==> config.mk <==
export PLATFORM = sky130hd
export DESIGN_NAME = hht_dev_flat
export DESIGN_NICKNAME = d
export VERILOG_FILES = /design/src/hht_pkg.sv /design/src/hht_if.sv /design/src/hht_dev.sv /design/src/flat_wrapper.sv
export SDC_FILE = /design/constraint.sdc
export NUM_CORES = 1
export LEC_CHECK = 0
export ABC_AREA = 1
export BUFFER_PORTS_ARGS = -buffer_cell sky130_fd_sc_hd__buf_2
export CAP_MARGIN = 15
export CORE_ASPECT_RATIO = 2
export CORE_MARGIN = 3
export CORE_UTILIZATION = 68
export CTS_CLUSTER_SIZE = 14
export DETAILED_ROUTE_END_ITERATION = 12
export PLACE_DENSITY = 0.85
export SYNTH_ARGS = -nofsm -noshare
export SYNTH_HDL_FRONTEND = slang
export SYNTH_SLANG_ARGS = --single-unit
export TNS_END_PERCENT = 1
==> constraint.sdc <==
create_clock -name clk -period 6.43 [get_ports clk]
set_input_delay 0.3215 -clock clk [delete_from_list [all_inputs] [get_ports clk]]
set_output_delay 0.3215 -clock clk [all_outputs]
set_load 0.02 [all_outputs]
==> src/hht_pkg.sv <==
// ==========================================================
// Shared constants and types of the HDLC transmit byte port
package hht_pkg;

  // Idle flag octet sent between frames
  localparam logic [7:0] FLAG_OCTET = 8'h7E;

  // Reflected CRC-16 polynomial and preset
  localparam logic [31:0] CRC16_POLY = 32'h0000_8408;
  localparam logic [31:0] CRC16_INIT = 32'h0000_FFFF;

  // Reflected CRC-32 polynomial and preset
  localparam logic [31:0] CRC32_POLY = 32'hEDB8_8320;
  localparam logic [31:0] CRC32_INIT = 32'hFFFF_FFFF;

  // Trailer length in bytes, equal to command high periods
  localparam logic [2:0] FCS16_LEN = 3'h2;
  localparam logic [2:0] FCS32_LEN = 3'h4;

  // System clock and byte clock periods in ns
  localparam int unsigned SYS_CLK_PERIOD_NS = 32'h0000_000A;
  localparam int unsigned HDLC_CLK_PERIOD_NS = 32'h0000_0050;

  // System cycles per half byte clock, rounded down, at least one
  localparam int unsigned HALF_DIV_RAW = HDLC_CLK_PERIOD_NS / (2 * SYS_CLK_PERIOD_NS);
  localparam int unsigned HALF_DIV_CYC = (HALF_DIV_RAW < 1) ? 1 : HALF_DIV_RAW;

  // Width of the byte clock divider
  localparam int unsigned DIV_W = 32'h0000_0010;

  // Transmitter sequence states
  typedef enum logic [2:0] {
    HHT_D_IDLE = 3'h1,
    HHT_D_DATA = 3'h2,
    HHT_D_FCS = 3'h4
  } hht_dev_state_t;

  // Terminal sequence states
  typedef enum logic [3:0] {
    HHT_T_IDLE = 4'h1,
    HHT_T_SEND = 4'h2,
    HHT_T_FCS = 4'h4,
    HHT_T_GAP = 4'h8
  } hht_term_state_t;

endpackage

==> src/hht_if.sv <==
`timescale 1ns/100ps
`default_nettype none
// ==========================================================
// Byte port between terminal equipment and transmitter
interface hht_if;
  // Byte clock made by the transmitter
  logic hdlc_tx_clk;
  // Message send command from the terminal
  logic msg_send_cmd;
  // Trailer insert command from the terminal
  logic fcs_insert_cmd;
  // Message byte from the terminal
  logic [7:0] hdlc_tx_byte_in;

  // Transmitter end
  modport dev (
    output hdlc_tx_clk,
    input msg_send_cmd,
    input fcs_insert_cmd,
    input hdlc_tx_byte_in
  );

  // Terminal end
  modport term (
    input hdlc_tx_clk,
    output msg_send_cmd,
    output fcs_insert_cmd,
    output hdlc_tx_byte_in
  );
endinterface
`default_nettype wire

==> src/hht_dev.sv <==
`timescale 1ns/100ps
`default_nettype none
// ==========================================================
// Transmitter end: builds HDLC frames from the byte port
//
// How it works
// - Terminal drives both commands for every frame
// - Trailer insert appends computed check sequence
// - CRC-16 trailer command lasts two periods
// - CRC-32 trailer command lasts four periods
// - Send command high with trailer low latches byte each rising edge
// - Each latched byte goes out to framer
// - Send command low sends continuous 0x7E flags
// - Port works only in HDLC, telecom bus off
// - Trailer pin low outside HDLC mode
module hht_dev #(
  parameter int unsigned HALF_DIV = hht_pkg::HALF_DIV_CYC
) (
  input wire logic clk,
  input wire logic resetn,
  hht_if.dev link,
  input wire logic tbus_en,
  input wire logic hdlc_mode_en,
  input wire logic crc32_sel,
  output logic [7:0] payload_byte,
  output logic payload_valid,
  output logic payload_is_data,
  output logic frame_active
);

  // ==========================================================
  // Local sizes
  localparam int unsigned DW = hht_pkg::DIV_W;
  // Divider value at which the byte clock toggles
  localparam logic [DW-1:0] DIV_LAST = DW'(HALF_DIV - 1);

  // ==========================================================
  // State record
  typedef struct packed {
    logic [DW-1:0] div;               // Byte clock divider
    logic tx_clk;                     // Byte clock level
    hht_pkg::hht_dev_state_t state;   // Frame sequence state
    logic [31:0] crc;                 // Running check value
    logic [2:0] fcs_idx;              // Next trailer byte index
    logic sel32;                      // Trailer size of this frame
    logic [7:0] out_byte;             // Byte to the framer
    logic out_valid;                  // Byte strobe to the framer
    logic out_data;                   // Byte is frame content
    logic active;                     // Frame under way
  } hht_dev_st_t;

  localparam hht_dev_st_t RESET_ST = '{
    div: '0,
    tx_clk: 1'b0,
    state: hht_pkg::HHT_D_IDLE,
    crc: 32'h0000_0000,
    fcs_idx: 3'h0,
    sel32: 1'b0,
    out_byte: hht_pkg::FLAG_OCTET,
    out_valid: 1'b0,
    out_data: 1'b0,
    active: 1'b0
  };

  hht_dev_st_t st_r;   // Registered state
  hht_dev_st_t st_nxt; // Next state
  logic tick;          // Byte clock rising edge, sample moment
  logic port_on;       // Byte port owns the shared pins
  logic msg;           // Qualified send command
  logic fcs;           // Qualified trailer command
  logic [2:0] last_idx; // Index of the final trailer byte

  // ==========================================================
  // Helpers

  // One byte through the reflected CRC, LSB first
  function automatic logic [31:0] crc_step(
    input logic [31:0] crc_in,
    input logic [7:0] data,
    input logic is32
  );
    logic [31:0] c;
    logic [31:0] poly;
    c = crc_in ^ {24'h00_0000, data};
    poly = is32 ? hht_pkg::CRC32_POLY : hht_pkg::CRC16_POLY;
    for (int i = 0; i < 8; i++) begin
      c = c[0] ? ((c >> 1) ^ poly) : (c >> 1);
    end
    return c;
  endfunction

  // Trailer length for the chosen size
  function automatic logic [2:0] fcs_len(input logic is32);
    return is32 ? hht_pkg::FCS32_LEN : hht_pkg::FCS16_LEN;
  endfunction

  // Trailer byte: inverted check value, low byte first
  function automatic logic [7:0] fcs_byte(
    input logic [31:0] crc_in,
    input logic [2:0] idx
  );
    logic [31:0] f;
    f = (~crc_in) >> {idx, 3'h0};
    return f[7:0];
  endfunction

  // ==========================================================
  // Next state
  always_comb begin
    st_nxt = st_r;
    st_nxt.out_valid = 1'b0;
    tick = 1'b0;
    // Byte clock divider; a rising edge is the sample moment
    if (st_r.div == DIV_LAST) begin
      st_nxt.div = '0;
      st_nxt.tx_clk = ~st_r.tx_clk;
      tick = ~st_r.tx_clk;
    end else begin
      st_nxt.div = st_r.div + {{(DW - 1){1'b0}}, 1'b1};
    end
    // shared pins only in HDLC mode with telecom bus off
    port_on = hdlc_mode_en & ~tbus_en;
    msg = port_on & link.msg_send_cmd;
    fcs = port_on & link.fcs_insert_cmd;
    last_idx = fcs_len(st_r.sel32) - 3'h1;
    if (tick) begin
      // Something goes to the framer every byte period
      st_nxt.out_valid = 1'b1;
      st_nxt.out_byte = hht_pkg::FLAG_OCTET;
      st_nxt.out_data = 1'b0;
      case (st_r.state)
        hht_pkg::HHT_D_IDLE: begin
          if (msg && !fcs) begin
            st_nxt.sel32 = crc32_sel;
            st_nxt.out_byte = link.hdlc_tx_byte_in;
            st_nxt.out_data = 1'b1;
            st_nxt.crc = crc_step(
              crc32_sel ? hht_pkg::CRC32_INIT : hht_pkg::CRC16_INIT,
              link.hdlc_tx_byte_in, crc32_sel);
            st_nxt.active = 1'b1;
            st_nxt.state = hht_pkg::HHT_D_DATA;
          end
        end
        hht_pkg::HHT_D_DATA: begin
          if (fcs) begin
            st_nxt.out_byte = fcs_byte(st_r.crc, 3'h0);
            st_nxt.fcs_idx = 3'h1;
            st_nxt.state = hht_pkg::HHT_D_FCS;
          end else if (msg) begin
            st_nxt.out_byte = link.hdlc_tx_byte_in;
            st_nxt.out_data = 1'b1;
            st_nxt.crc = crc_step(st_r.crc, link.hdlc_tx_byte_in, st_r.sel32);
          end else begin
            // send dropped, frame aborted, flag sent
            st_nxt.active = 1'b0;
            st_nxt.state = hht_pkg::HHT_D_IDLE;
          end
        end
        hht_pkg::HHT_D_FCS: begin
          if (fcs) begin
            st_nxt.out_byte = fcs_byte(st_r.crc, st_r.fcs_idx);
            st_nxt.fcs_idx = st_r.fcs_idx + 3'h1;
            if (st_r.fcs_idx == last_idx) begin
              st_nxt.active = 1'b0;
              st_nxt.state = hht_pkg::HHT_D_IDLE;
            end
          end else begin
            // Trailer cut short: close with a flag
            st_nxt.active = 1'b0;
            st_nxt.state = hht_pkg::HHT_D_IDLE;
          end
        end
        default: begin
          st_nxt.state = hht_pkg::HHT_D_IDLE;
          st_nxt.active = 1'b0;
        end
      endcase
    end
  end

  // ==========================================================
  // State register
  always_ff @(posedge clk or negedge resetn) begin
    if (!resetn) begin
      st_r <= RESET_ST;
    end else begin
      st_r <= st_nxt;
    end
  end

  // ==========================================================
  // Outputs straight from the register
  assign link.hdlc_tx_clk = st_r.tx_clk;
  assign payload_byte = st_r.out_byte;
  assign payload_valid = st_r.out_valid;
  assign payload_is_data = st_r.out_data;
  assign frame_active = st_r.active;

endmodule
`default_nettype wire

==> src/flat_wrapper.sv <==
// flat-port wrapper written by rule: the top's interface ports become plain ports
module hht_dev_flat 
#(
  parameter int unsigned HALF_DIV = hht_pkg::HALF_DIV_CYC
)
  (clk, resetn, tbus_en, hdlc_mode_en, crc32_sel, payload_byte, payload_valid, payload_is_data, frame_active, link_hdlc_tx_clk, link_msg_send_cmd, link_fcs_insert_cmd, link_hdlc_tx_byte_in);
  hht_if link_i ();
  input wire logic clk;
  input wire logic resetn;
  input wire logic tbus_en;
  input wire logic hdlc_mode_en;
  input wire logic crc32_sel;
  output logic [7:0] payload_byte;
  output logic payload_valid;
  output logic payload_is_data;
  output logic frame_active;
  output wire logic [$bits(link_i.hdlc_tx_clk)-1:0] link_hdlc_tx_clk;
  input wire logic [$bits(link_i.msg_send_cmd)-1:0] link_msg_send_cmd;
  input wire logic [$bits(link_i.fcs_insert_cmd)-1:0] link_fcs_insert_cmd;
  input wire logic [$bits(link_i.hdlc_tx_byte_in)-1:0] link_hdlc_tx_byte_in;
  assign link_hdlc_tx_clk = link_i.hdlc_tx_clk;
  assign link_i.msg_send_cmd = link_msg_send_cmd;
  assign link_i.fcs_insert_cmd = link_fcs_insert_cmd;
  assign link_i.hdlc_tx_byte_in = link_hdlc_tx_byte_in;
  hht_dev #(.HALF_DIV(HALF_DIV)) u_core (.clk(clk), .resetn(resetn), .link(link_i), .tbus_en(tbus_en), .hdlc_mode_en(hdlc_mode_en), .crc32_sel(crc32_sel), .payload_byte(payload_byte), .payload_valid(payload_valid), .payload_is_data(payload_is_data), .frame_active(frame_active));
endmodule
==> qor.log, run 1 <==
INFO  run_status     run_status=completed
INFO  timing         pin_slew_with_the_least_headroom_to_its_limit=1028ps
INFO  grt            largest_net_degree_at_the_start_of_global_routing=68
INFO  timing         totalNegativeSetupSlack=0ps
INFO  die            dieHeight=140.9um
INFO  critical_path  worst_ep_required_time=6710ps
INFO  power          power.clock.fraction=26.8%
INFO  power          post-layout-total-power=2.069mW
INFO  power          intPower=1.126mW
INFO  die            starting_density=70.52%
INFO  synth          synth_largest_type_area_fraction=24.28%
INFO  layout         final_layout_size_suffix_gt1_share=13.41%
INFO  layout         antennaDiodeCount=0
INFO  clock_network  cts.sinks=67
INFO  power          p_sw_share=45.56%
INFO  clock_network  clk_transition_reported_paths=60ps
INFO  detailed_routing drc=0
INFO  synth          leading_cell_types_by_total_area_after_synthesis=sky130_fd_sc_hd__dfrtp_1 24%, sky130_fd_sc_hd__nand2_1 14%, sky130_fd_sc_hd__o21ai_0 6.2%
INFO  die            coreArea=8768squm
INFO  timing         timing.final.max_slew_violations=0
INFO  layout         postLayoutCellArea=6563squm
INFO  critical_path  cp_data_arrival_time=3190ps
INFO  grt            groute.usage.overall=44.55%
INFO  timing         fmax=0.3433GHz
INFO  critical_path  timing.critical_path.fanout_max=26
INFO  clock_network  tritoncts_clock_tree=built
INFO  detailed_routing detailroute.via_count=6,903
INFO  placement      dpl_worst_slack=3694ps
INFO  grt            first_pass_grt_wire_length=34.40mm
INFO  timing         timing.final.ws_setup=3517ps
INFO  power          power_density_over_the_cells=315.3nW/um^2
INFO  clock_network  post_cts_resized=0
INFO  placement      dpl.cell_count=1,016
INFO  grt            grt_antenna_before_repair=0
INFO  detailed_routing drt-initial-drc-count=980
INFO  detailed_routing firstDrtPassIters=8
INFO  placement      place_congestion=1.095
INFO  power          power.ir.vdd_worst=0.0002566V
INFO  detailed_routing vias_per_cell=6.689
INFO  clock_network  cts.root.buffer_cell=sky130_fd_sc_hd__clkbuf_16
INFO  critical_path  worst-setup-path-type=register to register
INFO  synth          postSynthNetCount=952
INFO  synth          syn-cell-area=6183squm
INFO  die            horiz_die_dim=73.43um
INFO  critical_path  end_kind=register
INFO  clock_network  cts_post_setup_buffers_inserted=0
INFO  timing         rsz0062_at_grt=no
INFO  timing         relSlewSlack=30.78%
INFO  synth          syn-mean-instance-area=6.707squm
INFO  detailed_routing drt-total-wl=22.62mm
INFO  power          p_sw=0.9426mW
INFO  synth          post_synth_num_cell_types=57
INFO  detailed_routing wire_per_inst=21.92um
INFO  job            cap_viol_max_count=0
INFO  placement      port_buffers=26
INFO  die            floorplan.die_area=10,340squm
INFO  layout         design.final.nets=957
INFO  timing         finalCritPeriodShare=45.30%
INFO  layout         area_growth=6.131%
INFO  synth          synth.largest_area_cell=sky130_fd_sc_hd__dfrtp_1
INFO  synth          postSynthCellCount=922
INFO  power          power_frac_comb=46.4%
INFO  die            design.portCount=27
INFO  die            num_rows=48
INFO  clock_network  clock_insertion_delay_worst_skew=350ps
INFO  timing         post-route-min-period=2913ps
INFO  clock_network  cts-buffers-inserted=9
INFO  grt            first_global_vias=6,559
INFO  power          fraction_of_power_consumed_by_sequential_logic=26.8%
INFO  clock_network  max-clock-path-buffers=2
INFO  synth          synthesis.yosys.warnings=0
INFO  clock_network  post_cts_hold_buffer_count=0
INFO  synth          ys_seq_elements=67
INFO  timing         clock_skew=12.54ps
INFO  layout         final_cell_count_no_fill=1,032
INFO  synth          yosysSeqAreaShare=27.26%
INFO  clock_network  cts-htree-levels=3
INFO  placement      dp_hpwl=16.08mm
INFO  min_path       worst_hold_path_type=primary input to async pin
INFO  timing         setup_violations=0
INFO  grt            grt_overflow_total=0
INFO  critical_path  cp-start-kind=register
INFO  detailed_routing ant_nets=0
INFO  power          power.static_leakage=3.309nW
INFO  timing         report.final.hold_viol_count=0
INFO  placement      placedInstanceArea=6235squm
## sequential cells by signal, indices dropped and copies added, names as in the netlist
register / count
u_core.st_r: 55
u_core.payload_byte: 8
u_core.payload_is_data: 1
u_core.frame_active: 1
u_core.link.hdlc_tx_clk: 1
u_core.payload_valid: 1
## power groups by stage
stage | registers [mW] | logic [mW] | clock network, mW
2_1_floorplan | 0.536 | 0.688 | 0
3_3_place_gp | 0.552 | 0.882 | 0
3_5_place_dp | 0.557 | 0.904 | 0
4_1_cts | 0.551 | 0.913 | 0.547
5_1_grt | 0.559 | 1.03 | 0.564
6_report | 0.555 | 0.960 | 0.554
## per-stage QoR
step           util (%)  hold slack [ps]
3_5_place_dp      71.10            452.5
2_1_floorplan         -            25.91
3_3_place_gp      71.10            441.7
6_report          74.84            170.5
4_1_cts           74.84            203.8
5_1_grt           74.84            261.9
## routing by layer
layer	wire length, um	GRT usage [%]	up-vias	part of all wire (%)
li1	-	-	3059	-
met1	7014	47.28	3112	31
met2	10650	71.66	533	47
met3	2407	10.42	199	11
met4	2549	37.73	0	11
met5	0	0	-	0
## path summary, 6_finish.rpt
check / from / end / slack, ps / cells past startpoint
max: u_core.st_r[11] / u_core.st_r[29] / 3520 / 10
min: resetn / u_core.payload_is_data / 170 / 2
max reg2reg: u_core.st_r[11] / u_core.st_r[29] / 3520 / 10
min reg2reg: u_core.st_r[51] / u_core.st_r[51] / 470 / 1
max in group asynchronous: resetn / u_core.st_r[52] / 5700 / 2
min in group clk: u_core.st_r[51] / u_core.st_r[51] / 470 / 1
## critical path: stages (launching register included)
cell and delay (ps):
sky130_fd_sc_hd__dfrtp_1 350, sky130_fd_sc_hd__buf_4 370, sky130_fd_sc_hd__inv_2 280, sky130_fd_sc_hd__nor2_2 310, sky130_fd_sc_hd__inv_2 80, sky130_fd_sc_hd__nand2_1 100, sky130_fd_sc_hd__nand2_1 100, sky130_fd_sc_hd__xor2_1 170
sky130_fd_sc_hd__o21ai_0 700, sky130_fd_sc_hd__nand3_1 240, sky130_fd_sc_hd__nand2_1 120
## logic make-up after synthesis
logic type | synth area share [%]
AND/OR/NAND/NOR | 30.82
AO/OA/AOI/OAI | 21.21
buffers and inverters | 10.93
flip-flops | 27.26
XOR/XNOR | 6.759
adder cells (fa/ha/maj) | 3.035
## cells in the final DEF (no fill, tap or decap), drive strengths merged
master,synthesis,layout
o211ai,10,10
a21oi,66,66
clkbuf,7,10
a32o,1,1
xor2,34,34
nor2,68,68
a21o,2,2
nand3b,1,1
ha,15,15
o2111ai,1,1
nand2,254,254
a211oi,8,8
a22oi,5,5
nor4,3,3
nor3,7,7
o22ai,12,12
o311ai,1,1
o21a,2,2
a22o,2,2
or2,9,9
dfrtp,60,60
and3,1,1
xnor2,12,12
buf,28,29
o221ai,8,8
o21ai,90,90
bufinv,0,2
o31ai,2,2
nand4,8,8
clkinvlp,0,2
clkinv,0,2
a31oi,10,10
nand3,69,69
dfstp,7,7
inv,119,119
## final cells by class
| class | instances | area, sq um |
|---|---|---|
| Inverter | 119 | 449.2 |
| Tap cell | 100 | 125.1 |
| Sequential cell | 67 | 1685 |
| Clock inverter | 6 | 88.84 |
| Multi-Input combinational cell | 701 | 3822 |
| Fill cell | 675 | 2206 |
| Timing Repair Buffer | 29 | 152.6 |
| Clock buffer | 10 | 239.0 |
## synth_stat cells (all sizes together)
cell	n
nand2	254
inv	119
o21ai	90
nand3	69
nor2	68
a21oi	66
dfrtp	60
xor2	34
buf	28
ha	15
o22ai	12
xnor2	12
a31oi	10
o211ai	10
or2	9
a211oi	8
nand4	8
o221ai	8
clkbuf	7
dfstp	7
nor3	7
a22oi	5
nor4	3
a21o	2
a22o	2
o21a	2
o31ai	2
a32o	1
and3	1
nand3b	1
o2111ai	1
o311ai	1
Power figures use the tool's default switching activity.
==> inputs of run 2 (changes only) <==
--- a/config.mk
+++ b/config.mk
@@ -10,10 +10,10 @@
 export CAP_MARGIN = 15
 export CORE_ASPECT_RATIO = 2
 export CORE_MARGIN = 3
-export CORE_UTILIZATION = 68
+export CORE_UTILIZATION = 57
 export CTS_CLUSTER_SIZE = 14
 export DETAILED_ROUTE_END_ITERATION = 12
-export PLACE_DENSITY = 0.85
+export PLACE_DENSITY = 0.76
 export SYNTH_ARGS = -nofsm -noshare
 export SYNTH_HDL_FRONTEND = slang
 export SYNTH_SLANG_ARGS = --single-unit
==> constraint.sdc (replaced) <==
create_clock -name clk -period 2.54 [get_ports clk]
set_input_delay 0.127 -clock clk [delete_from_list [all_inputs] [get_ports clk]]
set_output_delay 0.127 -clock clk [all_outputs]
set_load 0.02 [all_outputs]
==> run 2 against run 1 <==
Largest power group unchanged. Combinational power rose to 2.7 times the previous value. Sequential share of layout area down 1.3 points. Via count down 3.9%. Non-clock buffer count up 42. Cell count up 7.7%. Clock power up 110%. Critical path type unchanged. Power up 150%. Global-route usage down 6.5 points. Critical endpoint is now u_core.st_r[34].
==> qor.log, run 2 (synthesis results as in run 1) <==
INFO  timing         pin_slew_with_the_least_headroom_to_its_limit=761.0ps [-266.5 ps]
INFO  timing         finalCritPeriodShare=94.85% [+50 points]
INFO  die            dieHeight=153.3um [+8.8%]
INFO  detailed_routing vias_per_cell=5.974 [-11%]
INFO  critical_path  timing.rr.start=u_core.st_r[15]
INFO  critical_path  reg2reg_depth=15 [+5]
INFO  detailed_routing ant_nets=0 [unchanged]
INFO  layout         flip_flop_count_of_the_largest_register_after_layout=55 [unchanged]
INFO  die            starting_density=58.64% [-12 points]
INFO  clock_network  tritoncts_clock_tree=built
INFO  detailed_routing drt-initial-drc-count=544 [-44%]
INFO  grt            groute.usage.overall=38.05% [-6.5 points]
INFO  timing         timing.final.ws_setup=130.7ps [-3386 ps]
INFO  placement      port_buffers=26 [unchanged]
INFO  critical_path  cp_data_arrival_time=2670ps [-520 ps]
INFO  critical_path  worstReg2RegEnd=u_core.st_r[34]
INFO  critical_path  worst-setup-path-type=register to register
INFO  critical_path  worst_ep_required_time=2800ps [-3910 ps]
INFO  power          post-layout-total-power=5.129mW [+150%]
INFO  power          power.static_leakage=3.495nW [+5.6%]
INFO  critical_path  end_kind=register
INFO  clock_network  cts-buffers-inserted=9 [unchanged]
INFO  detailed_routing wire_per_inst=20.05um [-8.5%]
INFO  layout         most_used_cells_in_the_layout_excluding_fill_and_tap_cells=231 x sky130_fd_sc_hd__nand2_1, 97 x sky130_fd_sc_hd__inv_1, 77 x sky130_fd_sc_hd__o21ai_0, 63 x sky130_fd_sc_hd__nand3_1
INFO  layout         design.final.nets=999 [+4.4%]
INFO  timing         report.final.hold_viol_count=0 [unchanged]
INFO  detailed_routing detailroute.via_count=6,637 [-3.9%]
INFO  timing         hold-worst-slack=181.0ps [+10.42 ps]
INFO  critical_path  setup.reg_to_reg.worst_slack=130ps [-3390 ps]
INFO  detailed_routing drt-total-wl=22.27mm [-1.5%]
INFO  critical_path  worst_path_dominant_cell_family=simple AND/OR/NAND/NOR gates
INFO  detailed_routing drc=0 [unchanged]
INFO  critical_path  cp_cell_sequence=inv_1, nand2_1, nand2_2, nand3_2, nand2_2, ha_1, or2_2, nand2_4, buf_4, nand2_4, nand3_1, nand3_1, nand2_1, nand3_1, a21oi_2
INFO  clock_network  max-clock-path-buffers=2 [unchanged]
INFO  clock_network  cts.root.buffer_cell=sky130_fd_sc_hd__clkbuf_16
INFO  grt            largest_net_degree_at_the_start_of_global_routing=38 [-44%]
INFO  grt            grt_overflow_total=0 [unchanged]
INFO  layout         area.sequential=1685squm [unchanged]
INFO  placement      dp_hpwl=17.50mm [+8.8%]
INFO  layout         largest-register=u_core.st_r
INFO  critical_path  path_buf_inv=2 [-1]
INFO  critical_path  cpMostUsedCell=sky130_fd_sc_hd__nand3_1
INFO  detailed_routing firstDrtPassIters=6 [-2]
INFO  die            design.portCount=27 [unchanged]
INFO  layout         area_growth=11.84%
INFO  clock_network  cts.sinks=67 [unchanged]
INFO  critical_path  cp-start-kind=register
INFO  timing         fmax=0.4151GHz [+21%]
INFO  placement      dpl_worst_slack=155.0ps [-3539 ps]
INFO  clock_network  clk_transition_reported_paths=60ps [about the same]
INFO  power          power.ir.vdd_worst=0.0003832V [+49%]
INFO  timing         post-route-min-period=2409ps [-503.6 ps]
INFO  grt            grt_antenna_before_repair=0 [unchanged]
INFO  layout         final_core_utilization=65.59% [-9.3 points]
INFO  clock_network  cts-htree-levels=3 [unchanged]
INFO  timing         timing.final.max_slew_violations=0 [unchanged]
INFO  critical_path  slowest_stage_delay_on_critical_path=410ps [-290 ps]
INFO  timing         clock_skew=7.536ps [-5.008 ps]
INFO  power          power_density_over_the_cells=741.8nW/um^2 [+140%]
INFO  clock_network  clock_insertion_delay_worst_skew=340ps [about the same]
INFO  timing         setup_violations=0 [unchanged]
INFO  critical_path  timing.critical_path.fanout_max=4 [-85%]
INFO  critical_path  crit_slowest_cell=sky130_fd_sc_hd__dfrtp_1
INFO  layout         antennaDiodeCount=0 [unchanged]
INFO  die            num_rows=53 [+10%]
INFO  layout         layout.filler_cells=1,007 [+49%]
INFO  die            horiz_die_dim=79.65um [+8.5%]
INFO  layout         layout.cells.most_common=sky130_fd_sc_hd__nand2_1
INFO  placement      place_congestion=1.031 [-5.9%]
INFO  grt            first_global_vias=6,527 [-0.49%]
INFO  die            floorplan.die_area=12,210squm [+18%]
INFO  layout         final_layout_size_suffix_gt1_share=17.45% [+4.0 points]
INFO  job            cap_viol_max_count=0 [unchanged]
INFO  min_path       worst_hold_path_type=primary input to async pin
INFO  timing         relSlewSlack=49.26% [+18 points]
INFO  run_status     run_status=completed
INFO  die            coreArea=10,540squm [+20%]
INFO  grt            first_pass_grt_wire_length=34.57mm [+0.48%]
INFO  layout         multiInputGateArea=3832squm [+0.26%]
[run 2: area by class of cell]
type | count | share of cell area [%]
multi-input cells | 701 | 55.42
flip-flops and latches | 67 | 24.37
repair buffers | 71 | 7.165
inverters | 119 | 6.495
clock buffers | 12 | 3.709
well taps | 137 | 2.479
clock inverters | 4 | 0.3619
[run 2: layer usage]
metal | track usage, % | part of all wire [%] | routed length [um]
met1 | 37.88 | 34 | 7503
met4 | 33.03 | 9.9 | 2198
met5 | 0 | 0 | 0
met2 | 65.14 | 51 | 11320
met3 | 7.075 | 5.6 | 1251
[run 2: worst max path at each step]
| stage | from | endpoint | slack [ps] | depth (start not counted) |
|---|---|---|---|---|
| after detailed placement | u_core.st_r[15] | u_core.st_r[34] | 150 | 15 |
| after floorplan | u_core.st_r[11] | u_core.st_r[37] | 310 | 11 |
| after CTS | u_core.st_r[15] | u_core.st_r[35] | 120 | 15 |
| final | u_core.st_r[15] | u_core.st_r[34] | 130 | 15 |
| after global placement | u_core.st_r[15] | u_core.st_r[38] | 200 | 16 |
| after global routing | u_core.st_r[15] | u_core.st_r[35] | -6 | 15 |
[run 2: where the power goes]
part	internal (mW)	total, mW	switching [mW]
clock	0.711	1.19	0.482
combinational	0.866	2.55	1.69
sequential	1.25	1.38	0.139
[run 2: through the flow]
step                instance area [sq um]  instances  TNS, ps
floorplan                            6183        922        0
global placement                     6584       1090        0
detailed placement                   6584       1090        0
CTS                                  6875       1107        0
global route                         6915       1111   -6.596
finish                               6915       1111        0
[run 2: repair_timing]
item | CTS | global route
setup endpoints to repair | 0 | 7
endpoints found under the hold margin | 8 | 0
setup buffers | 0 | 4
hold buffers | 1 | 0
gates resized for setup | 0 | 5
==> inputs of run 3 (changes only) <==
--- a/config.mk
+++ b/config.mk
@@ -14,6 +14,7 @@
 export CTS_CLUSTER_SIZE = 14
 export DETAILED_ROUTE_END_ITERATION = 12
 export PLACE_DENSITY = 0.76
+export REMOVE_ABC_BUFFERS = 1
 export SYNTH_ARGS = -nofsm -noshare
 export SYNTH_HDL_FRONTEND = slang
 export SYNTH_SLANG_ARGS = --single-unit
==> run 3 against run 2 <==
Setup slack gained 29 ps. Highest routed layer unchanged. Critical path type unchanged. Routed wire length rose by 1.9%. Largest cell class unchanged. Hold slack better by 38 ps. Global-route usage grew 0.41 points.
==> qor.log, run 3 (synthesis results as in run 1) <==
INFO  detailed_routing detailroute.via_count=6,716 [+1.2%]
INFO  layout         layout.filler_cells=1,004 [-0.30%]
INFO  critical_path  worst_ep_required_time=2760ps [-40 ps]
INFO  critical_path  slowest_stage_delay_on_critical_path=410ps [about the same]
INFO  power          power_density_over_the_cells=768.3nW/um^2 [+3.6%]
INFO  layout         final_layout_size_suffix_gt1_share=16.99% [-0.46 points]
INFO  layout         antennaDiodeCount=0 [unchanged]
INFO  grt            grt_overflow_total=0 [unchanged]
INFO  critical_path  end_kind=register
INFO  power          power_frac_comb=47.5% [-2.3 points]
INFO  placement      port_buffers=26 [unchanged]
INFO  detailed_routing drt-total-wl=22.69mm [+1.9%]
INFO  die            design.portCount=27 [unchanged]
INFO  detailed_routing drt-initial-drc-count=456 [-16%]
INFO  timing         pin_slew_with_the_least_headroom_to_its_limit=797.1ps [+36.07 ps]
INFO  grt            groute.usage.overall=38.47% [+0.41 points]
INFO  grt            grt_util_met3=5.601% [-1.5 points]
INFO  clock_network  cts_post_setup_buffers_inserted=0 [unchanged]
INFO  layout         layout.cells.most_common=sky130_fd_sc_hd__nand2_1
INFO  layout         most_used_cells_in_the_layout_excluding_fill_and_tap_cells=231 x sky130_fd_sc_hd__nand2_1, 97 x sky130_fd_sc_hd__inv_1, 75 x sky130_fd_sc_hd__o21ai_0, 64 x sky130_fd_sc_hd__a21oi_1, 63 x sky130_fd_sc_hd__nand3_1
INFO  grt            met2_usage=65.74% [+0.60 points]
INFO  critical_path  timing.critical_path.fanout_max=5 [+1]
INFO  die            starting_density=58.64% [unchanged]
INFO  timing         post-route-min-period=2380ps [-28.95 ps]
INFO  detailed_routing firstDrtPassIters=5 [-1]
INFO  critical_path  cpMostUsedCell=sky130_fd_sc_hd__nand2_1
INFO  layout         design.final.nets=996 [-0.30%]
INFO  die            dieHeight=153.3um [unchanged]
INFO  clock_network  clk_transition_reported_paths=60ps [about the same]
INFO  grt            use_met1=38.82% [+0.95 points]
INFO  detailed_routing drc=0 [unchanged]
INFO  power          power.ir.vdd_worst=0.0005105V [+33%]
INFO  timing         rsz0062_at_grt=no
INFO  clock_network  cts.root.buffer_cell=sky130_fd_sc_hd__clkbuf_16
INFO  critical_path  worst_path_dominant_cell_family=simple AND/OR/NAND/NOR gates
INFO  timing         setup_violations=0 [unchanged]
INFO  layout         largest-register=u_core.st_r
INFO  detailed_routing wire_per_inst=20.48um [+2.2%]
INFO  critical_path  crit_slowest_cell=sky130_fd_sc_hd__dfrtp_1
INFO  clock_network  max-clock-path-buffers=2 [unchanged]
INFO  critical_path  cp_cell_sequence=inv_1, nand2_1, nand2_2, nand3_2, nand2_2, ha_1, or2_2, nand2_4, buf_4, nand2_1, o21ai_1, nand2_1, o211ai_1, a31oi_1
INFO  clock_network  cts-buffers-inserted=9 [unchanged]
INFO  power          power.clock.fraction=26.5% [+3.2 points]
INFO  clock_network  tritoncts_clock_tree=built
INFO  critical_path  worst-setup-path-type=register to register
INFO  grt            first_pass_grt_wire_length=35.31mm [+2.2%]
INFO  timing         report.final.hold_viol_count=0 [unchanged]
INFO  timing         timing.final.max_slew_violations=0 [unchanged]
INFO  power          p_sw_share=43.67% [-1.3 points]
INFO  grt            first_global_vias=6,694 [+2.6%]
INFO  timing         finalCritPeriodShare=93.71% [-1.1 points]
INFO  detailed_routing vias_per_cell=6.061 [+1.5%]
INFO  power          intPower=2.995mW [+6.1%]
INFO  run_status     run_status=completed
INFO  critical_path  timing.rr.start=u_core.st_r[15]
INFO  timing         relSlewSlack=46.86% [-2.4 points]
INFO  critical_path  worstReg2RegEnd=u_core.st_r[44]
INFO  critical_path  path_buf_inv=2 [unchanged]
INFO  placement      dp_hpwl=17.77mm [+1.5%]
INFO  min_path       worst_hold_path_type=primary input to async pin
INFO  die            coreArea=10,540squm [unchanged]
INFO  grt            busiest_layer=met2
INFO  layout         area_growth=11.92% [about the same]
INFO  clock_network  cts.sinks=67 [unchanged]
INFO  grt            largest_net_degree_at_the_start_of_global_routing=35 [-7.9%]
INFO  die            num_rows=53 [unchanged]
INFO  power          fraction_of_power_consumed_by_sequential_logic=26.1% [-0.9 points]
INFO  critical_path  setup.reg_to_reg.worst_slack=160ps [+30 ps]
INFO  clock_network  clock_insertion_delay_worst_skew=350ps [about the same]
INFO  detailed_routing ant_nets=0 [unchanged]
INFO  timing         hold-worst-slack=219.0ps [+38.06 ps]
INFO  grt            grt_antenna_before_repair=0 [unchanged]
INFO  placement      place_congestion=1.043 [+1.2%]
INFO  job            cap_viol_max_count=0 [unchanged]
INFO  die            floorplan.die_area=12,210squm [unchanged]
INFO  critical_path  cp-start-kind=register
INFO  critical_path  cp_data_arrival_time=2600ps [-70 ps]
INFO  timing         fmax=0.4201GHz [+1.2%]
INFO  critical_path  reg2reg_depth=14 [-1]
INFO  die            horiz_die_dim=79.65um [unchanged]
INFO  power          power.static_leakage=3.500nW [+0.14%]
INFO  timing         clock_skew=10.72ps [+3.185 ps]
INFO  layout         flip_flop_count_of_the_largest_register_after_layout=55 [unchanged]
INFO  timing         totalNegativeSetupSlack=0ps [unchanged]
INFO  power          p_sw=2.322mW [+0.61%]
INFO  placement      placedInstanceArea=6579squm [about the same]
INFO  layout         postLayoutCellArea=6920squm [about the same]
INFO  clock_network  cts-htree-levels=3 [unchanged]
==> run 3: layout make-up <==
cell class | instances | area, sq um | share of cell area, %
multi-input combinational | 701 | 3825 | 55.27
sequential | 67 | 1685 | 24.35
timing repair buffer | 68 | 460.4 | 6.653
inverter | 119 | 449.2 | 6.491
clock buffer | 12 | 256.5 | 3.706
tap | 137 | 171.4 | 2.477
clock inverter | 4 | 72.57 | 1.049
==> run 3: metal layers <==
| metal | vias to the layer above | share of wire (%) |
|---|---|---|
| met4 | 0 | 11 |
| met1 | 3097 | 33 |
| met5 | - | 0 |
| li1 | 3143 | - |
| met2 | 341 | 50 |
| met3 | 135 | 5.6 |
==> run 3: worst max path at each step <==
stage / cells after the start / to / slack, ps / from
after detailed placement: 15 / u_core.st_r[44] / 130 / u_core.st_r[21]
after floorplan: 14 / u_core.st_r[41] / -140 / u_core.st_r[11]
after global routing: 14 / u_core.st_r[44] / 10 / u_core.st_r[15]
after global placement: 15 / u_core.st_r[44] / 130 / u_core.st_r[21]
after CTS: 15 / u_core.st_r[44] / 110 / u_core.st_r[21]
final: 14 / u_core.st_r[44] / 160 / u_core.st_r[15]
==> run 3: what timing repair did <==
action | 4_1_cts | 5_1_grt
hold buffers | 1 | 0
endpoints found under the setup margin | 0 | 4
resized for setup | 0 | 5
endpoints found under the hold margin | 14 | 0
==> run 3: power groups by stage <==
stage	registers, mW	clock network (mW)	logic, mW
floorplan	1.43	0	1.56
global placement	1.40	0	2.43
detailed placement	1.40	0	2.44
CTS	1.38	1.40	2.47
global route	1.40	1.44	2.75
finish	1.39	1.41	2.52
==> run 3: stage by stage <==
| step | total power, mW | std cells | util (%) | worst slack [ps] |
|---|---|---|---|---|
| 2_1_floorplan | 2.991 | 887 | - | -144.5 |
| 4_1_cts | 5.249 | 1108 | 65.61 | 113.1 |
| 6_report | 5.317 | 1108 | 65.63 | 159.7 |
| 5_1_grt | 5.587 | 1108 | 65.63 | 9.928 |
| 3_5_place_dp | 3.842 | 1091 | 62.39 | 129.3 |
| 3_3_place_gp | 3.828 | 1091 | 62.39 | 132.6 |
